### config.mk
export PLATFORM = sky130hd
export DESIGN_NAME = oeu_top
export DESIGN_NICKNAME = d
export VERILOG_FILES = /design/src/shared/oeu_pkg.sv /design/src/shared/oeu_lane_if.sv /design/src/verilog/oeu_lane.sv /design/src/verilog/oeu_top.sv
export SDC_FILE = /design/constraint.sdc
export NUM_CORES = 1
export LEC_CHECK = 0
export ABC_AREA = 1
export BUFFER_PORTS_ARGS = -buffer_cell sky130_fd_sc_hd__buf_2
export CORE_MARGIN = 4
export CORE_UTILIZATION = 54
export DETAILED_ROUTE_END_ITERATION = 12
export PLACE_DENSITY = 0.86
export SLEW_MARGIN = 25
export SYNTH_ARGS = -nofsm -noshare
export SYNTH_HDL_FRONTEND = slang
export SYNTH_SLANG_ARGS = --single-unit
### constraint.sdc
create_clock -name ref_clk -period 2.16 [get_ports ref_clk]
set_input_delay 0.432 -clock ref_clk [delete_from_list [all_inputs] [get_ports ref_clk]]
set_output_delay 0.432 -clock ref_clk [all_outputs]
set_load 0.02 [all_outputs]
### src/shared/oeu_pkg.sv
/*
 * Constants shared by the output event update logic and its lanes.
 * Assumes an internal 8-bit register port and one zero-crossing detector.
 */
// Operation
// - Two-bit code per channel, ch7 uppermost
// - Code 00 drives 0 on both edges
// - Code 11 drives 1 on both edges
// - Code 01 gives inverted detector state
// - Code 10 gives detector state
// - Enabled outputs follow detector edges per code
// - Disabled outputs ignore detector edges
// - Enabled outputs update on selected alert rising
// - Disabled outputs ignore alert flags
// - Alert trigger drives programmed level
// - Enables and levels reset to zero
// - Per-output mask selects triggering alert channels
package oeu_pkg;

  // ----------------------------------------------------------------
  // Register map
  // ----------------------------------------------------------------
  localparam logic [7:0] ADDR_ZC_CODE_HI   = 8'hE4;
  localparam logic [7:0] ADDR_ZC_UPD_EN    = 8'hE7;
  localparam logic [7:0] ADDR_ALERT_EN     = 8'hE9;
  localparam logic [7:0] ADDR_TRIG_LEVEL   = 8'hEB;
  localparam logic [7:0] ADDR_OUT_STATE    = 8'hEC;

  // ----------------------------------------------------------------
  // Reset values and field layout
  // ----------------------------------------------------------------
  localparam logic [7:0] RST_ZC_CODE_HI    = 8'h00;
  localparam logic [7:0] RST_ZC_UPD_EN     = 8'h00;
  localparam logic [7:0] RST_ALERT_EN      = 8'h00;
  localparam logic [7:0] RST_TRIG_LEVEL    = 8'h00;
  localparam logic       RST_OUT_LEVEL     = 1'b0;
  localparam int         CODE_W            = 2;
  localparam int         CODE_RISE_BIT     = 1;
  localparam int         CODE_FALL_BIT     = 0;

  // Zero-crossing output codes
  typedef enum logic [1:0] {
    OEU_ZC_LOW    = 2'b00,
    OEU_ZC_INV    = 2'b01,
    OEU_ZC_FOLLOW = 2'b10,
    OEU_ZC_HIGH   = 2'b11
  } oeu_zc_code_t;

endpackage

### src/shared/oeu_lane_if.sv
/*
 * Carrier between the output update core and one output lane.
 * Assumes the core drives all events in the ref_clk domain.
 */
`timescale 1ns/1ps
interface oeu_lane_if;
  logic                      zc_rise;
  logic                      zc_fall;
  logic [oeu_pkg::CODE_W-1:0] code;
  logic                      zc_en;
  logic                      alert_hit;
  logic                      alert_en;
  logic                      trig_level;
  logic                      host_wr;
  logic                      host_val;
  logic                      out_q;

  modport core (
    output zc_rise, zc_fall, code, zc_en, alert_hit, alert_en,
    output trig_level, host_wr, host_val,
    input  out_q
  );
  modport lane (
    input  zc_rise, zc_fall, code, zc_en, alert_hit, alert_en,
    input  trig_level, host_wr, host_val,
    output out_q
  );
endinterface

### src/verilog/oeu_lane.sv
/*
 * One digital output: picks the next level from alert, zero-crossing
 * and host events. Assumes events arrive as one-cycle pulses.
 */
`timescale 1ns/1ps
module oeu_lane (
  // Clock and reset
  input wire logic ref_clk,
  input wire logic rst_n,
  // Lane carrier
  oeu_lane_if.lane lane
);

  // ----------------------------------------------------------------
  // Event selection
  // ----------------------------------------------------------------
  wire logic zc_fire;
  wire logic al_fire;
  wire logic zc_val;
  assign zc_fire = lane.zc_en & (lane.zc_rise | lane.zc_fall);
  assign al_fire = lane.alert_en & lane.alert_hit;
  // Rise takes the high code bit, fall the low one
  assign zc_val  = lane.zc_rise ? lane.code[oeu_pkg::CODE_RISE_BIT]
                                : lane.code[oeu_pkg::CODE_FALL_BIT];

  // Output level; alert beats a same-cycle edge, host write is last
  always_ff @(posedge ref_clk) begin
    if (!rst_n) begin
      lane.out_q <= oeu_pkg::RST_OUT_LEVEL;
    end else if (al_fire) begin
      lane.out_q <= lane.trig_level;
    end else if (zc_fire) begin
      lane.out_q <= zc_val;
    end else if (lane.host_wr) begin
      lane.out_q <= lane.host_val;
    end
  end
endmodule

### src/verilog/oeu_top.sv
/*
 * Output event update logic: eight digital outputs updated by
 * zero-crossing edges, selected alert flags or host writes.
 * Assumes synchronous inputs and a single-cycle internal register port.
 */
`timescale 1ns/1ps
module oeu_top #(
  parameter int NUM_OUT = 8
) (
  // Clock and reset
  input  wire logic                   ref_clk,
  input  wire logic                   rst_n,
  // Register port
  input  wire logic                   reg_wr_en,
  input  wire logic                   reg_rd_en,
  input  wire logic [7:0]             reg_addr,
  input  wire logic [7:0]             reg_wdata,
  output logic      [7:0]             reg_rdata_q,
  output logic                        reg_rd_valid_q,
  // Event sources
  input  wire logic                   zero_crossing_state,
  input  wire logic [NUM_OUT-1:0]     alert_flags,
  input  wire logic [NUM_OUT*NUM_OUT-1:0] per_output_event_select_mask,
  input  wire logic [7:0]             zero_cross_output_code_ch0_to_ch3,
  // Direct host update
  input  wire logic                   host_out_wr,
  input  wire logic [NUM_OUT-1:0]     host_out_value,
  // Pins
  output logic      [NUM_OUT-1:0]     digital_output_pin
);

  // ----------------------------------------------------------------
  // Address decode
  // ----------------------------------------------------------------
  function automatic logic addr_hit(input logic [7:0] a,
                                    input logic [7:0] t);
    addr_hit = (a == t);
  endfunction

  wire logic wr_code;
  wire logic wr_zc_en;
  wire logic wr_al_en;
  wire logic wr_level;
  assign wr_code  = reg_wr_en & addr_hit(reg_addr, oeu_pkg::ADDR_ZC_CODE_HI);
  assign wr_zc_en = reg_wr_en & addr_hit(reg_addr, oeu_pkg::ADDR_ZC_UPD_EN);
  assign wr_al_en = reg_wr_en & addr_hit(reg_addr, oeu_pkg::ADDR_ALERT_EN);
  assign wr_level = reg_wr_en & addr_hit(reg_addr, oeu_pkg::ADDR_TRIG_LEVEL);

  // ----------------------------------------------------------------
  // Configuration registers
  // ----------------------------------------------------------------
  logic [7:0] zero_cross_output_code_ch4_to_ch7_q;
  logic [7:0] output_zero_cross_update_enable_q;
  logic [7:0] output_alert_trigger_enable_q;
  logic [7:0] output_level_on_alert_trigger_q;

  // Software writes; everything clears so nothing updates by itself
  always_ff @(posedge ref_clk) begin
    if (!rst_n) begin
      zero_cross_output_code_ch4_to_ch7_q <= oeu_pkg::RST_ZC_CODE_HI;
      output_zero_cross_update_enable_q   <= oeu_pkg::RST_ZC_UPD_EN;
      output_alert_trigger_enable_q       <= oeu_pkg::RST_ALERT_EN;
      output_level_on_alert_trigger_q     <= oeu_pkg::RST_TRIG_LEVEL;
    end else begin
      if (wr_code)  zero_cross_output_code_ch4_to_ch7_q <= reg_wdata;
      if (wr_zc_en) output_zero_cross_update_enable_q   <= reg_wdata;
      if (wr_al_en) output_alert_trigger_enable_q       <= reg_wdata;
      if (wr_level) output_level_on_alert_trigger_q     <= reg_wdata;
    end
  end

  // ----------------------------------------------------------------
  // Read path
  // ----------------------------------------------------------------
  logic [7:0] rd_mux;
  // Unmapped addresses read as zero
  always_comb begin
    rd_mux = 8'h00;
    case (reg_addr)
      oeu_pkg::ADDR_ZC_CODE_HI: rd_mux = zero_cross_output_code_ch4_to_ch7_q;
      oeu_pkg::ADDR_ZC_UPD_EN:  rd_mux = output_zero_cross_update_enable_q;
      oeu_pkg::ADDR_ALERT_EN:   rd_mux = output_alert_trigger_enable_q;
      oeu_pkg::ADDR_TRIG_LEVEL: rd_mux = output_level_on_alert_trigger_q;
      oeu_pkg::ADDR_OUT_STATE:  rd_mux = digital_output_pin;
      default:                  rd_mux = 8'h00;
    endcase
  end

  // Read data lands one cycle after the request
  always_ff @(posedge ref_clk) begin
    if (!rst_n) begin
      reg_rdata_q    <= 8'h00;
      reg_rd_valid_q <= 1'b0;
    end else begin
      reg_rdata_q    <= reg_rd_en ? rd_mux : reg_rdata_q;
      reg_rd_valid_q <= reg_rd_en;
    end
  end

  // ----------------------------------------------------------------
  // Edge detection
  // ----------------------------------------------------------------
  logic               armed_q;
  logic               zc_q;
  logic [NUM_OUT-1:0] alert_q;

  // Edges are ignored on the first cycle after reset so that levels
  // already present at release do not look like fresh events
  always_ff @(posedge ref_clk) begin
    if (!rst_n) begin
      armed_q <= 1'b0;
      zc_q    <= 1'b0;
      alert_q <= '0;
    end else begin
      armed_q <= 1'b1;
      zc_q    <= zero_crossing_state;
      alert_q <= alert_flags;
    end
  end

  wire logic               zc_rise;
  wire logic               zc_fall;
  wire logic [NUM_OUT-1:0] alert_rise;
  wire logic [15:0]        all_codes;
  assign zc_rise    = armed_q & zero_crossing_state & ~zc_q;
  assign zc_fall    = armed_q & ~zero_crossing_state & zc_q;
  assign alert_rise = {NUM_OUT{armed_q}} & alert_flags & ~alert_q;
  assign all_codes  = {zero_cross_output_code_ch4_to_ch7_q,
                       zero_cross_output_code_ch0_to_ch3};

  // ----------------------------------------------------------------
  // Output lanes
  // ----------------------------------------------------------------
  wire logic [NUM_OUT-1:0] alert_hit;

  generate
    for (genvar k = 0; k < NUM_OUT; k++) begin : g_lane
      oeu_lane_if lif ();
      // Mask bit i lets channel i alerts reach output k
      assign alert_hit[k] = |(alert_rise &
        per_output_event_select_mask[k*NUM_OUT +: NUM_OUT]);
      assign lif.zc_rise    = zc_rise;
      assign lif.zc_fall    = zc_fall;
      assign lif.code       = all_codes[k*oeu_pkg::CODE_W +: oeu_pkg::CODE_W];
      assign lif.zc_en      = output_zero_cross_update_enable_q[k];
      assign lif.alert_hit  = alert_hit[k];
      assign lif.alert_en   = output_alert_trigger_enable_q[k];
      assign lif.trig_level = output_level_on_alert_trigger_q[k];
      assign lif.host_wr    = host_out_wr;
      assign lif.host_val   = host_out_value[k];
      assign digital_output_pin[k] = lif.out_q;

      oeu_lane u_lane (
        .ref_clk (ref_clk),
        .rst_n   (rst_n),
        .lane    (lif.lane)
      );
    end
  endgenerate
endmodule

Yosys cells after proc, flatten, opt, wreduce, memory -nomap -nowiden
Cells that the tools add are included.
{"block": "word_totals", "out_inout_bits": 17, "elab_cells": 110, "in_bits": 110, "register_bits": 59}
{"block": "classes", "n_eq_ne": 5, "n_mux": 34, "reduce_logical": 16, "bitwise_logic": 38}
{"operator": "8-bit bitwise AND", "count": 10}
{"operator": "8-bit OR reduction", "count": 8}
{"operator": "8-bit equality test, second input constant", "count": 5}
{"operator": "8-bit case mux with 5 select lines", "count": 1}
{"operator": "1-bit 2-to-1 mux", "count": 33}
{"operator": "1-bit bitwise AND", "count": 24}
{"operator": "3-bit nonzero test", "count": 8}
{"operator": "8-bit NOT", "count": 1}
{"operator": "1-bit NOT", "count": 2}
{"operator": "1-bit OR", "count": 1}

Longest topological paths before layout
{"block": "logic_depth", "depth_word": 7, "depth_mapped": 12, "depth_no_buf": 11}

Hierarchy
A second synthesis with hierarchy kept.
{"block": "unflattened", "cells_unflattened": 571, "hier_area_um2": 3672.3}
{"module": "oeu_top", "area_per_inst_um2": 2871.5, "instances": 1, "seq_area_each_um2": 1021.0, "cells_each": 411}
{"module": "oeu_lane", "area_per_inst_um2": 100.1, "instances": 8, "seq_area_each_um2": 20.0, "cells_each": 20}

Least setup slack after synthesis
No wires, ideal clock.
{"block": "synth_timing", "kind": "input to register", "start": "in reg_addr[3]", "end": "reg output_level_on_alert_trigger_q[5]", "n_path_buf": 1, "path_stages": 6, "required_time_ns": 2.032, "setup_time_ns": 0.128, "setup_slack_ns": 0.658, "arrival_ns": 1.374, "path_cell_list": "inv_1 -> nor2_1 -> nand4_1 -> clkbuf_1 -> o21ai_0 -> a21oi_1"}
{"block": "synth_via", "elab_chain_len": 2}
{"element": "start: declaration", "line": "oeu_top.sv:16", "text": "input wire logic [7:0] reg_addr,"}
{"element": "8-bit equality test", "line": "oeu_top.sv:37", "text": "addr_hit = (a == t);"}
{"element": "1-bit bitwise AND", "line": "oeu_top.sv:47", "text": "assign wr_level = reg_wr_en & addr_hit(reg_addr, oeu_pkg::ADDR_TRIG_LEVEL);"}
{"element": "end signal: assignment", "line": "oeu_top.sv:63", "text": "output_level_on_alert_trigger_q <= oeu_pkg::RST_TRIG_LEVEL;"}
{"element": "end signal: assignment", "line": "oeu_top.sv:68", "text": "if (wr_level) output_level_on_alert_trigger_q <= reg_wdata;"}
{"element": "end: declaration", "line": "oeu_top.sv:55", "text": "logic [7:0] output_level_on_alert_trigger_q;"}
No other way between the ends.
A chain may end at the register's enable or synchronous reset.

Worst setup path in the final report
{"block": "layout_timing", "start": "reg armed_q", "end": "reg g_lane[2].u_lane.lane.out_q"}
{"block": "layout_via", "elab_chain_len": 6, "elab_cells_between_ends": 15, "cone_classes": "mux: 3; bitwise: 10; reduce/logical: 2"}
{"element": "start: declaration", "line": "oeu_top.sv:103", "text": "logic armed_q;"}
{"element": "start signal: assignment", "line": "oeu_top.sv:111", "text": "armed_q <= 1'b0;"}
{"element": "start signal: assignment", "line": "oeu_top.sv:115", "text": "armed_q <= 1'b1;"}
{"element": "8-bit bitwise AND, or another cell as far along (2 in a row)", "line": "oeu_top.sv:127", "text": "assign alert_rise = {NUM_OUT{armed_q}} & alert_flags & ~alert_q;"}
{"element": "8-bit bitwise AND / 1-bit OR (equally long branches)", "line": "oeu_top.sv:140, oeu_lane.sv:20"}
{"element": "8-bit OR reduction / 1-bit bitwise AND (equally long branches)", "line": "oeu_top.sv:140, oeu_lane.sv:20"}
{"element": "1-bit bitwise AND / 1-bit 2-to-1 mux (equally long branches)", "line": "oeu_lane.sv:21, oeu_lane.sv:32"}
{"element": "3-bit nonzero test (no line) / 1-bit 2-to-1 mux (equally long branches)"}
{"element": "end signal: assignment", "line": "oeu_lane.sv:29", "text": "lane.out_q <= oeu_pkg::RST_OUT_LEVEL;"}
{"element": "end signal: assignment", "line": "oeu_lane.sv:31", "text": "lane.out_q <= lane.trig_level;"}
{"element": "end signal: assignment", "line": "oeu_lane.sv:33", "text": "lane.out_q <= zc_val;"}
{"element": "end: declaration", "line": "oeu_lane_if.sv:26", "text": "output out_q"}
Parallel ways exist; a longest one is shown, timed or not.

==> flow_summary_export.csv <==
group,metric,value,unit
status,status,"finished clean",
clock_network,cts_buffers,9,
synthesis,synthDominantCellAreaShare,0.3342,
synthesis,yosys.area_share.simple,0.3448,
pwr,swShare,0.2817,
die,num_rows,29,
layout,layout-drive-gt1-share,0.2456,
die,die_height,88.91,um
critical_path,path_class,"flip-flop to flip-flop",
synthesis,ys_seq_area_frac,0.3342,
synthesis,synth_top_area_cell,"dfxtp_1",
die,die_area,7904,um^2
route,vias_per_cell,5.652,
min_path,min_path_type,"input pin to flip-flop",
sta,clock_skew,0.009246,ns
critical_path,cp_common_cell,"nand2_1",
clock_network,cts_resized,0,
die,io_pins,127,
die,fp.dieW,88.91,um
sta,timing.hold.ws,0.3783,ns
grt,grt_max_degree,35,
synthesis,synth.most_common_cell,"nand2_1",
critical_path,r2r_start,"armed_q",
clock_network,clock-sinks,59,
synthesis,synthMuxAreaShare,0,
synthesis,synth_cell_types,19,
critical_path,max_stage_delay,0.51,ns
clock_network,htree_levels,3,
layout,fin_nets,789,
route,drc_errors,0,
grt,grt_util_all_layers,0.2988,
route,vias,4301,
pwr,power_density,578.8,nW/um^2
route,drt_iter0_drc,348,
synthesis,synth_area_per_cell,6.289,um^2
synthesis,synth_compound_area_frac,0.1788,
critical_path,cp.required,2.43,ns
die,initial_core_util,0.5567,
pwr,leakage,2.184,nW
placed_design,portBuffers,126,
clock_network,cts_hold_buf,0,
synthesis,synth_warnings,0,
critical_path,worst-path-max-fanout,17,
clock_network,path_clk_slew,0.06,ns
min_path,hold_start,"alert_flags[6]",
sta,setup_violations,0,
synthesis,synthCells,562,
die,core_area,6350,um^2
pwr,pwr-share-clk,0.377,
layout,area_growth,23.96,%
sta,drv_slew,0,
synthesis,ys.flop_type,"dfxtp_1",
route,drtAntennaViolNets,0,
clock_network,clock_latency,0.33,ns
grt,grt_pass1_vias,3821,
critical_path,worstPathCellList,"buf_4 > buf_4 > nand4_1 > o21ai_0 > nor2_1 > nand2_1 > nand2_1 > nand2_1 > nand2_1 > nor2_1",
sta,relSlewSlack,0.6358,
layout,finalInstanceArea,4382,um^2
sta,fin_crit_sh,0.8034,
pwr,switchingPower,714.3,uW
sta,rsz0062_at_grt,"false",
grt,grt.overflow.total,0,
clock_network,cts_tree,"built",
pwr,comb_power_share,0.174,
grt,antenna_found_initial,0,
sta,final.setup.tns,0,ns
placed_design,dp_hpwl,9.258,mm
critical_path,startpoint_type,"flip-flop",
pwr,intPower,1.822,mW
clock_network,cts_buffer_depth,2,
critical_path,cp.arrival,2.00,ns
synthesis,synthTopCellsByCount,"nand2_1, o21ai_0, inv_1, dfxtp_1, nand4_1",
synthesis,yosys-top-cells-area,"dfxtp_1, o21ai_0, nand2_1",
route,dr.pass1.iters,5,
synthesis,synth-adder-area-share,0,
pwr,ir_drop,0.0003975,V
synthesis,synth_nets,672,
sta,tightest_slew,0.5457,ns
synthesis,ys_ff_latch,59,
synthesis,syn_area,3535,um^2
synthesis,synth_top_family_by_area,"simple AND/OR/NAND/NOR gates",
route,wl,11.91,mm
critical_path,startpoint,"armed_q",
clock_network,post_cts_buffers,0,
synthesis,synth_edf_count,0,
clock_network,root_buffer,"clkbuf_8",
sta,min_period,1.735,ns
pwr,pwr-share-seq,0.449,
critical_path,slowest_stage,"dfxtp_2",
synthesis,async_flop_share,0,
layout,n_antenna_cell,0,
placed_design,gp_congestion,0.9430,
critical_path,cp-end-kind,"flip-flop",
route,wl_per_cell,15.64,um
sta,hold_viol,0,
placed_design,dpl_cell_area,4197,um^2
grt,grt_pass1_wl,18.29,mm
synthesis,synth_xor_area_frac,0,
flow_run,cap_viol_max_count,0,
sta,fmax,576.3,MHz
## layout by cell type, fill, tap and decap left out, drive strengths merged
master  instances
o21ai          91
a21oi          34
nor3           16
inv            83
clkinv          4
or2             6
nand2         100
bufinv          1
nand4          54
o22ai           1
buf           141
nand3          36
dfxtp          59
nor2           47
clkbuf         11
## state kept, by name, summed over array words and instances (netlist names)
register and count:
alert_q 8, armed_q 1, g_lane.u_lane.lane.out_q 8, output_alert_trigger_enable_q 8, output_level_on_alert_trigger_q 8, output_zero_cross_update_enable_q 8
reg_rd_valid_q 1, reg_rdata_q 8, zc_q 1, zero_cross_output_code_ch4_to_ch7_q 8
## path summary, 6_finish.rpt
path | to | slack, ns | cells past startpoint
worst min register to register | output_level_on_alert_trigger_q[1] | 0.49 | 2
worst min-delay path | alert_q[6] | 0.38 | 3
worst max-delay path | g_lane[2].u_lane.lane.out_q | 0.42 | 10
worst max register to register | g_lane[2].u_lane.lane.out_q | 0.42 | 10
## power by group through the flow
| stage | registers, mW | clock network, mW | logic, mW |
|---|---|---|---|
| final | 1.14 | 0.956 | 0.441 |
| after global routing | 1.14 | 1.03 | 0.487 |
| after CTS | 1.14 | 0.973 | 0.436 |
| after floorplan | 1.16 | 0 | 0.245 |
| after detailed placement | 1.16 | 0 | 0.433 |
| after global placement | 1.16 | 0 | 0.424 |
## layer usage
metal,wire length [um],part of all wire,vias up,GRT usage
li1,-,-,2110,-
met1,4828,0.41,1941,0.3781
met2,5848,0.49,237,0.5182
met3,1098,0.092,13,0.05346
met4,130,0.011,0,0.08929
met5,0,0,-,0
## cell families after synthesis
kind of cell | count (synthesis)
AOI/OAI and AO/OA | 126
buffers and inverters | 118
DFF | 59
and+or+nand+nor | 259
## cell type report
type,instances,area (um^2)
tap,77,96.34
sequential,59,1182
clock buffer,11,131.4
timing repair buffer,141,755.7
clock inverter,5,53.80
inverter,83,311.5
multi-input combinational,385,1851
fill,595,1968
## metrics by stage
| step | util | std cells | worst slack, ns | power (mW) |
|---|---|---|---|---|
| 2_1_floorplan | - | 562 | 0.6581 | 1.410 |
| 5_1_grt | 0.6900 | 761 | 0.2480 | 2.655 |
| 3_3_place_gp | 0.6609 | 745 | 0.3719 | 1.587 |
| 3_5_place_dp | 0.6609 | 745 | 0.2903 | 1.596 |
| 4_1_cts | 0.6900 | 761 | 0.4491 | 2.548 |
| 6_report | 0.6900 | 761 | 0.4247 | 2.536 |
## worst max-delay path, delay by kind of cell, from the launching register on
family                 cells  cell delay [ns]
DFF                        1             0.51
and+or+nand+nor            7             0.58
buffers and inverters      2             0.48
AOI/OAI and AO/OA          1             0.11
No activity file was read; power rests on OpenSTA's default activity.
